## config.mk

```make
export PLATFORM = sky130hd
export DESIGN_NAME = pin_sync3
export DESIGN_NICKNAME = d
export VERILOG_FILES = /design/src/test_mode_pkg.sv /design/src/pin_sync3.sv
export SDC_FILE = /design/constraint.sdc
export NUM_CORES = 1
export LEC_CHECK = 0
export ABC_AREA = 1
export BUFFER_PORTS_ARGS = -buffer_cell sky130_fd_sc_hd__buf_2
export CORE_MARGIN = 10
export CORE_UTILIZATION = 40
export DETAILED_ROUTE_END_ITERATION = 8
export SLEW_MARGIN = 20
export SYNTH_ARGS = -nofsm -noshare
export SYNTH_HDL_FRONTEND = slang
export SYNTH_SLANG_ARGS = --single-unit
export TNS_END_PERCENT = 100
```

## constraint.sdc

```tcl
create_clock -name i_sys_clk -period 1.1 [get_ports i_sys_clk]
set_input_delay 0.055 -clock i_sys_clk [delete_from_list [all_inputs] [get_ports i_sys_clk]]
set_output_delay 0.055 -clock i_sys_clk [all_outputs]
set_load 0.02 [all_outputs]
```

## src/test_mode_pkg.sv

```systemverilog
// Package: register map, field encodings and timing for the test-mode block
package test_mode_pkg;
  localparam int          N_IN            = 8;
  localparam int          N_OUT           = 8;
  localparam int          N_OPND          = 8;
  localparam int          OPND_W          = 4;
  // Register byte offsets
  localparam logic [7:0]  ADDR_CTRL       = 8'h00;
  localparam logic [7:0]  ADDR_IN_FORCE   = 8'h04;
  localparam logic [7:0]  ADDR_OUT_FORCE  = 8'h08;
  localparam logic [7:0]  ADDR_STATUS     = 8'h0C;
  localparam logic [7:0]  ADDR_IN_STATE   = 8'h10;
  localparam logic [7:0]  ADDR_OUT_STATE  = 8'h14;
  // Control fields
  localparam int          CTRL_EN_BIT     = 0;
  localparam int          CTRL_SEL_LSB    = 4;
  localparam logic [3:0]  SEL_CONST_ON    = 4'hF;
  localparam logic [31:0] CTRL_RESET      = 32'h0000_00F0;
  localparam logic [31:0] FORCE_RESET     = 32'h0000_0000;
  // Force encodings, two bits per contact
  localparam logic [1:0]  IN_DISABLED     = 2'h0;
  localparam logic [1:0]  IN_OPEN         = 2'h1;
  localparam logic [1:0]  IN_CLOSED       = 2'h2;
  localparam logic [1:0]  OUT_DISABLED    = 2'h0;
  localparam logic [1:0]  OUT_ENERGIZE    = 2'h1;
  localparam logic [1:0]  OUT_DEENERGIZE  = 2'h2;
  localparam logic [1:0]  OUT_FREEZE      = 2'h3;
  // Bus responses
  localparam logic [1:0]  RESP_OKAY       = 2'h0;
  localparam logic [1:0]  RESP_SLVERR     = 2'h2;
  // Indicator flash half period
  localparam int          CLK_HZ          = 50_000_000;
  localparam int          FLASH_HALF_MS   = 250;
  localparam int          FLASH_CYCLES    = CLK_HZ / 1000 * FLASH_HALF_MS;
  localparam int          FLASH_W         = 24;
  typedef enum logic [1:0] {
    ST_IDLE = 2'b00,
    ST_WAIT = 2'b01,
    ST_TEST = 2'b11
  } mode_state_t;
endpackage

```

## src/pin_sync3.sv

```systemverilog
// Three-stage synchroniser that accepts a change once stages two and three agree
`default_nettype none
module pin_sync3 import test_mode_pkg::*; #(
  parameter int W = 8
) (
  input  wire logic         i_sys_clk,
  input  wire logic         i_rstn,
  input  wire logic [W-1:0] i_async,
  output logic      [W-1:0] o_sync
);
  logic [W-1:0] s1, s2, s3, held;
  logic [W-1:0] next_held;

  always_comb begin
    next_held = held;
    for (int k = 0; k < W; k++) begin
      if (s2[k] == s3[k]) begin
        next_held[k] = s3[k];
      end
    end
  end

  always_ff @(posedge i_sys_clk) begin
    if (!i_rstn) begin
      s1   <= '0;
      s2   <= '0;
      s3   <= '0;
      held <= '0;
    end else begin
      s1   <= i_async;
      s2   <= s1;
      s3   <= s2;
      held <= next_held;
    end
  end

  assign o_sync = held;
endmodule
`default_nettype wire

```

==> flow_summary.toml, run 1 <==
[clock_network]
clk_pin_slew_ns = 0.09
cts_buffers = 5
h-tree-depth = 2
cts_max_path_buffers = 2
clock-sinks = 32
cts_tree = "done"
clk_latency_ns = 0.32
root_buffer = "clkbuf_4"
cts_resized = 0

[grt]
antenna_found_initial = 0
grt_remaining_overflow = 0
grt_max_degree = 17
first_global_vias = 626
grt_usage_pct = 6.96
grt_pass1_wl_mm = 2.66

[placement]
pre_cts_ws_ns = 0.460
place_congestion = 0.625
placed_cells = 151
place_area_sq_um = 1090
port_buffers = 17
hpwl_um = 979

[status]
outcome = "completed"

[worst_setup_path]
crit_buf_inv = 1
cp.arrival_ns = 0.88
worstPathCellList = "buf_2"
cpPeakStageDelay_ns = 0.37
critPathTopFamily = "flip-flops"
worstPathMaxFanout = 3
r2r-start = "s2[2]"
worst-setup-path-type = "flip-flop to output port"
ff2ff_path_depth = 2
r2r_slack_ns = 0.45
cp.depth = 1
crit_start = "o_sync[3]"
critPathSlowestCell = "dfxtp_1"
cp.required_ns = 1.04
setup.worst_path.end = "o_sync[3]"
worst_setup_path_end_kind = "output port"
start_kind = "flip-flop"
r2r-end = "o_sync[2]"

[final_layout]
fill_cells = 215
diodes = 0
stdcell_area_sq_um = 1230
area_growth_pct = 25.9
post-route-util_pct = 54.2
finalNetCount = 148
drive_gt1_share_pct = 23.2
final_cells = 166

[timing]
drv_slew = 0
rsz0062_at_grt = "no"
final.setup.worst_slack_ns = 0.168
finalCritPeriodShare_pct = 84.7
fmax_ghz = 1.07
finalCriticalPeriod_ns = 0.932
fin_skew_ns = 0.00140
slew_headroom_pct = 88.1
finalHoldViolCount = 0
setup_viol = 0
finalSetupTns_ns = 0
worst_pin_slew_ns = 0.178

[synthesis]
synth_top_area_share_pct = 65.4
yosysWarningCount = 0
netlist_area_sq_um = 980
postSynthNetCount = 117
syn_avg_cell_area_sq_um = 9.16
post_synth_num_cell_types = 9
async_reset_ff_share_pct = 0
synth_flop_cell = "dfxtp_1"
synth_commonest_cells = "32 x dfxtp_1, 24 x inv_1, 24 x nand2_1"
synth_seq_area_share_pct = 65.4
synth_cells = 107
synth_most_common_cell = "dfxtp_1"
ys_ff_latch = 32
synth_edf_count = 0
yosys.area.top_type = "dfxtp_1"
synth_area_leaders = "dfxtp_1 65%, inv_1 9.2%, nand2_1 9.2%, o21ai_2 5.4%, a21oi_1 4.1%"

[power]
power.density_nw_per_um2 = 1640
p_leak_nw = 0.686
peakVddDrop_mv = 1.06

[routing]
drtAntennaViolNets = 0
drt-wirelength-per-cell_um = 8.83
drc_errors = 0
firstDrtPassIters = 4
vias = 689
drt-total-wl_mm = 1.47
drtIter0Drc = 28
viasPerCell = 4.15

[die]
core_sq_um = 2280
initial_utilization_pct = 43.0
ios = 18
fp-row-count = 17
dieArea_sq_um = 4830
die_y_um = 69.5
die_w_um = 69.5

[min_path]
hp-class = "primary input to flip-flop"

[flow_run]
maxCapViolCount = 0
logic make-up after synthesis:
group,after synthesis,synth area share [%]
buf+inv,27,11.9
flops,32,65.4
compound gates,16,10.5
simple gates,32,12.3
timing repair:
action / CTS / global route
buffers inserted: 0 / 0
endpoints found under the hold margin: 8 / 0
hold buffers: 8 / 0
through the flow:
stage,hold WS [ns],power [mW]
2_1_floorplan,0.153,1.29
3_3_place_gp,0.235,1.31
4_1_cts,0.141,2.05
6_report,0.145,2.02
3_5_place_dp,0.241,1.31
5_1_grt,0.144,2.12
layout make-up:
cell class | count | area [sq um] | share of cell area, %
multi-input cells | 48 | 223 | 18.1
clock buffers | 7 | 65.1 | 5.27
inverters | 24 | 90.1 | 7.30
repair buffers | 27 | 180 | 14.6
flip-flops and latches | 32 | 641 | 51.9
well taps | 28 | 35.0 | 2.84
how the worst min path moves through the flow:
stage	from	endpoint	cells after the start
2_1_floorplan	i_async[0]	s1[0]	2
5_1_grt	i_rstn	s2[4]	4
3_5_place_dp	i_async[5]	s1[5]	3
6_report	i_rstn	s2[4]	4
4_1_cts	i_rstn	s2[4]	4
3_3_place_gp	i_async[7]	s1[7]	3
flip-flops by register name, indices dropped and copies added (netlist names):
name    count
s2          8
s1          8
o_sync      8
s3          8
metal layers:
layer  up-vias  wire, um  track usage, %
li1        376         -               -
met1       294       611            6.36
met2        14       709            10.9
met3         5       112            4.85
met4         0        31            4.66
met5         -         0               0
cells in the final DEF (no fill, tap or decap), drive strengths merged:
cell	Yosys	layout
dlygate4sd3	0	8
nor2	8	8
a21oi	8	8
buf	3	19
o21ai	8	8
nand2	24	24
inv	24	24
clkbuf	0	7
dfxtp	32	32
where the power goes:
part | internal [mW] | switching, mW
combinational | 0.0527 | 0.0442
clock | 0.362 | 0.353
sequential | 1.19 | 0.0156
(Power assumes the default switching activity.)
==> run 2: changes to the inputs <==
==> constraint.sdc (replaced) <==
create_clock -name i_sys_clk -period 0.8 [get_ports i_sys_clk]
set_input_delay 0.04 -clock i_sys_clk [delete_from_list [all_inputs] [get_ports i_sys_clk]]
set_output_delay 0.04 -clock i_sys_clk [all_outputs]
set_load 0.02 [all_outputs]
==> run 2 against run 1 <==
  * The run now ends with negative setup slack left
  * Die area unchanged
  * Global-route usage increased by 0.64 points
  * Sequential power increased by 38%
  * Register-to-register slack got worse by 0.40 ns
  * Via count increased by 6.1%
  * Worst hold slack got worse by 0.020 ns
  * First-iteration DRC count decreased by 7.1%
  * Non-clock buffer count increased by 7
  * Flip-flop and latch count unchanged
  * Worst setup slack got worse by 0.18 ns
  * Clock skew increased by 0.0074 ns
  * Critical path type unchanged
  * Critical endpoint is now o_sync[0]
  * Largest power group unchanged
==> flow_summary.toml, run 2 (synthesis results as in run 1) <==
[status]
outcome = "finished with violations"
violations = "negative setup slack"

[routing]
drt-total-wl_mm = 1.71
drtAntennaViolNets = 0
firstDrtPassIters = 3
drt-wirelength-per-cell_um = 9.91
vias = 731
viasPerCell = 4.23
drc_errors = 0
drtIter0Drc = 26

[clock_network]
cts_max_path_buffers = 2
cts_tree = "done"
root_buffer = "clkbuf_4"
clk_pin_slew_ns = 0.09
h-tree-depth = 2
clk_latency_ns = 0.31
cts_buffers = 5
clock-sinks = 32

[timing]
fin_skew_ns = 0.00877
finalCritPeriodShare_pct = 101
worst_pin_slew_ns = 0.165
finalSetupTns_ns = -0.0661
finalCriticalPeriod_ns = 0.811
finalHoldViolCount = 0
fmax_ghz = 1.23
slew_headroom_pct = 89.0
rsz0062_at_grt = "yes"
setup_viol = 7
drv_slew = 0
final.setup.worst_slack_ns = -0.0110

[worst_setup_path]
crit_buf_inv = 1
r2r-end = "o_sync[0]"
worst-setup-path-type = "flip-flop to output port"
r2r-start = "o_sync[0]"
cpPeakStageDelay_ns = 0.33
worstPathMaxFanout = 2
start_kind = "flip-flop"
worst_setup_path_end_kind = "output port"
ff2ff_path_depth = 3
r2r_slack_ns = 0.05
cp.arrival_ns = 0.77
critPathTopFamily = "flip-flops"
cp.required_ns = 0.76
worstPathCellList = "buf_6"
critPathSlowestCell = "dfxtp_2"

[final_layout]
ff_latch_area_sq_um = 651
drive_gt1_share_pct = 34.5
area_growth_pct = 38.3
diodes = 0
fill_cells = 209
multi_input_area_sq_um = 234
layout_common_cells = "24 x nand2_1, 24 x inv_1, 24 x dfxtp_1"
finalNetCount = 155
final_cells = 173

[grt]
grt_remaining_overflow = 0
first_global_vias = 727
grt_usage_pct = 7.60
grt_pass1_wl_mm = 3.03
grt_max_degree = 33
antenna_found_initial = 0

[die]
die_w_um = 69.5
dieArea_sq_um = 4830
die_y_um = 69.5
core_sq_um = 2280
ios = 18
initial_utilization_pct = 43.0
fp-row-count = 17

[power]
p_leak_nw = 0.729
power.density_nw_per_um2 = 1930
peakVddDrop_mv = 1.63

[min_path]
holdPathEnd = "o_sync[7]"
whs_path_depth = 4
hp-class = "primary input to flip-flop"
min-delay-start = "i_rstn"

[flow_run]
maxCapViolCount = 0

[placement]
hpwl_mm = 1.06
place_congestion = 0.625
placed_cells = 150
port_buffers = 17
[run 2: how the worst max path moves through the flow]
stage / start / to / slack [ns] / cells after the start
final: o_sync[0] / o_sync[0] / -0.01 / 1
after global routing: o_sync[7] / o_sync[7] / -0.07 / 1
after CTS: o_sync[3] / o_sync[3] / -0.03 / 1
after detailed placement: o_sync[4] / o_sync[4] / 0.15 / 2
after global placement: o_sync[4] / o_sync[4] / 0.19 / 2
after floorplan: o_sync[0] / o_sync[0] / 0.10 / 2
[run 2: cell type report]
cell class | instances | area share, %
Multi-Input combinational cell | 48 | 17.3
Sequential cell | 32 | 48.0
Tap cell | 28 | 2.59
Timing Repair Buffer | 34 | 21.8
Inverter | 24 | 6.65
Clock buffer | 5 | 2.77
Clock inverter | 2 | 0.923
[run 2: worst reg2reg max path, stage by stage (launching register included)]
cell and delay [ns]:
dfxtp_2 0.33, buf_4 0.13, o21ai_2 0.13, nor2_1 0.05
[run 2: report_power, final]
| group | leakage [nW] | total (mW) | internal (mW) | switching, mW |
|---|---|---|---|---|
| sequential | 0.266 | 1.67 | 1.64 | 0.0253 |
| combinational | 0.436 | 0.146 | 0.0804 | 0.0654 |
| clock | 0.0271 | 0.809 | 0.320 | 0.489 |
| total | 0.729 | 2.62 | 2.04 | 0.580 |
[run 2: metal layers]
metal	vias to the layer above	GRT usage (%)	part of all wire (%)
li1	387	-	-
met1	329	6.68	38
met2	11	13.4	55
met3	4	3.85	4.8
met4	0	4.66	2.0
met5	-	0	0
[run 2: repair_timing]
item	CTS	global route
hold buffers	8	0
setup endpoints to repair	8	12
buffers inserted	8	0
pin swaps	0	0
hold endpoints to repair	8	0
gates resized for setup	24	5
[run 2: metrics by stage]
stage / setup WS, ns / hold WS, ns / utilization, % / cell area, sq um / power (mW)
2_1_floorplan: 0.102 / 0.138 / - / 980 / 1.77
3_3_place_gp: 0.189 / 0.221 / 48.0 / 1090 / 1.80
3_5_place_dp: 0.148 / 0.226 / 48.0 / 1090 / 1.81
4_1_cts: -0.0342 / 0.111 / 59.0 / 1340 / 2.66
5_1_grt: -0.0718 / 0.118 / 59.5 / 1360 / 2.76
6_report: -0.0110 / 0.125 / 59.5 / 1360 / 2.62
==> run 3: changes to the inputs <==
--- a/config.mk
+++ b/config.mk
@@ -7,9 +7,12 @@
 export LEC_CHECK = 0
 export ABC_AREA = 1
 export BUFFER_PORTS_ARGS = -buffer_cell sky130_fd_sc_hd__buf_2
+export CELL_PAD_IN_SITES_DETAIL_PLACEMENT = 1
+export CELL_PAD_IN_SITES_GLOBAL_PLACEMENT = 1
 export CORE_MARGIN = 10
-export CORE_UTILIZATION = 40
+export CORE_UTILIZATION = 35
 export DETAILED_ROUTE_END_ITERATION = 8
+export PLACE_DENSITY_LB_ADDON = 0.1
 export SLEW_MARGIN = 20
 export SYNTH_ARGS = -nofsm -noshare
 export SYNTH_HDL_FRONTEND = slang
==> run 3 against run 2 <==
  * The run still ends with negative setup slack left
  * Worst hold slack gained 0.048 ns
  * Critical endpoint is now o_sync[5]
  * Global-route usage is 0.59 points lower
  * Largest cell class unchanged
  * Critical path type unchanged
  * Sequential power about the same
  * Final cell count rose by 1.2%
  * Critical path depth unchanged
  * Clock power fell by 12%
  * Count of clock-buffer cells in the layout stayed put
  * Cell area is 0.92% lower
  * Clock skew down 0.0081 ns
==> flow_summary.toml, run 3 (synthesis results as in run 1) <==
[final_layout]
post-route-util_pct = 49.5
stdcell_area_sq_um = 1340
finalNetCount = 156
diodes = 0
area_growth_pct = 37.0
multi_input_area_sq_um = 230
fill_cells = 312
ff_latch_area_sq_um = 651
drive_gt1_share_pct = 31.9
layout_common_cells = "24 x nand2_1, 24 x inv_1, 24 x dfxtp_1"
final_cells = 175

[worst_setup_path]
cpPeakStageDelay_ns = 0.35
worstPathCellList = "buf_6"
critPathSlowestCell = "dfxtp_2"
critPathTopFamily = "flip-flops"
worstPathMaxFanout = 3
start_kind = "flip-flop"
cp.required_ns = 0.76
cp.arrival_ns = 0.77
worst-setup-path-type = "flip-flop to output port"
worst_setup_path_end_kind = "output port"
crit_buf_inv = 1

[routing]
vias = 742
drc_errors = 0
drtAntennaViolNets = 0
viasPerCell = 4.24
drt-total-wl_mm = 1.70
drtIter0Drc = 10
drt-wirelength-per-cell_um = 9.69
firstDrtPassIters = 4

[timing]
finalSetupTns_ns = -0.0131
slew_headroom_pct = 88.7
worst_pin_slew_ns = 0.168
drv_slew = 0
timing.hold.ws_ns = 0.173
finalHoldViolCount = 0
fmax_ghz = 1.24
setup_viol = 2
finalCriticalPeriod_ns = 0.807
rsz0062_at_grt = "yes"
fin_skew_ns = 0.000636
final.setup.worst_slack_ns = -0.00731
finalCritPeriodShare_pct = 101

[placement]
placed_cells = 154
place_area_sq_um = 1090
hpwl_mm = 1.19
port_buffers = 17
pre_cts_ws_ns = 0.138
place_congestion = 0.655

[clock_network]
h-tree-depth = 2
cts_max_path_buffers = 2
clk_pin_slew_ns = 0.08
clock-sinks = 32
root_buffer = "clkbuf_4"
cts_tree = "done"
cts_buffers = 5
clk_latency_ns = 0.30

[min_path]
hp-class = "primary input to flip-flop"

[grt]
grt_pass1_wl_mm = 2.84
grt_max_degree = 16
antenna_found_initial = 0
first_global_vias = 709
grt_remaining_overflow = 0
grt_usage_pct = 7.01

[die]
dieArea_sq_um = 5320
core_sq_um = 2710
initial_utilization_pct = 36.1
die_w_um = 72.9
ios = 18
die_y_um = 72.9
fp-row-count = 19

[power]
peakVddDrop_mv = 1.18
p_leak_nw = 0.722
power.density_nw_per_um2 = 1880
fin_total_pwr_mw = 2.52

[flow_run]
maxCapViolCount = 0

[status]
violations = "negative setup slack"
outcome = "finished with violations"
run 3: final timing paths:
path / endpoint / cells after the start / from / slack [ns]
max: o_sync[5] / 1 / o_sync[5] / -0.007
min: o_sync[1] / 4 / i_rstn / 0.17
max reg2reg: o_sync[6] / 3 / o_sync[6] / 0.05
min reg2reg: s2[5] / 2 / s1[5] / 0.42
run 3: timing repair:
item | CTS | global route
endpoints found under the hold margin | 10 | 0
setup buffers | 6 | 0
endpoints found under the setup margin | 8 | 10
resized for setup | 24 | 2
hold buffers | 10 | 0
pin swaps | 0 | 0
run 3: power breakdown:
group | switching, mW | internal, mW
clock network | 0.419 | 0.293
logic | 0.0653 | 0.0822
registers | 0.0236 | 1.64
total | 0.508 | 2.02
run 3: routing by layer:
metal	track usage, %	wire length (um)
met1	6.10	677
met2	11.9	891
met3	3.40	86
met4	5.70	40
met5	0	0
run 3: layout make-up:
class	count	area share, %
sequential	32	48.5
timing repair buffer	35	22.0
clock buffer	5	2.80
tap	31	2.89
inverter	24	6.71
multi-input combinational	48	17.1
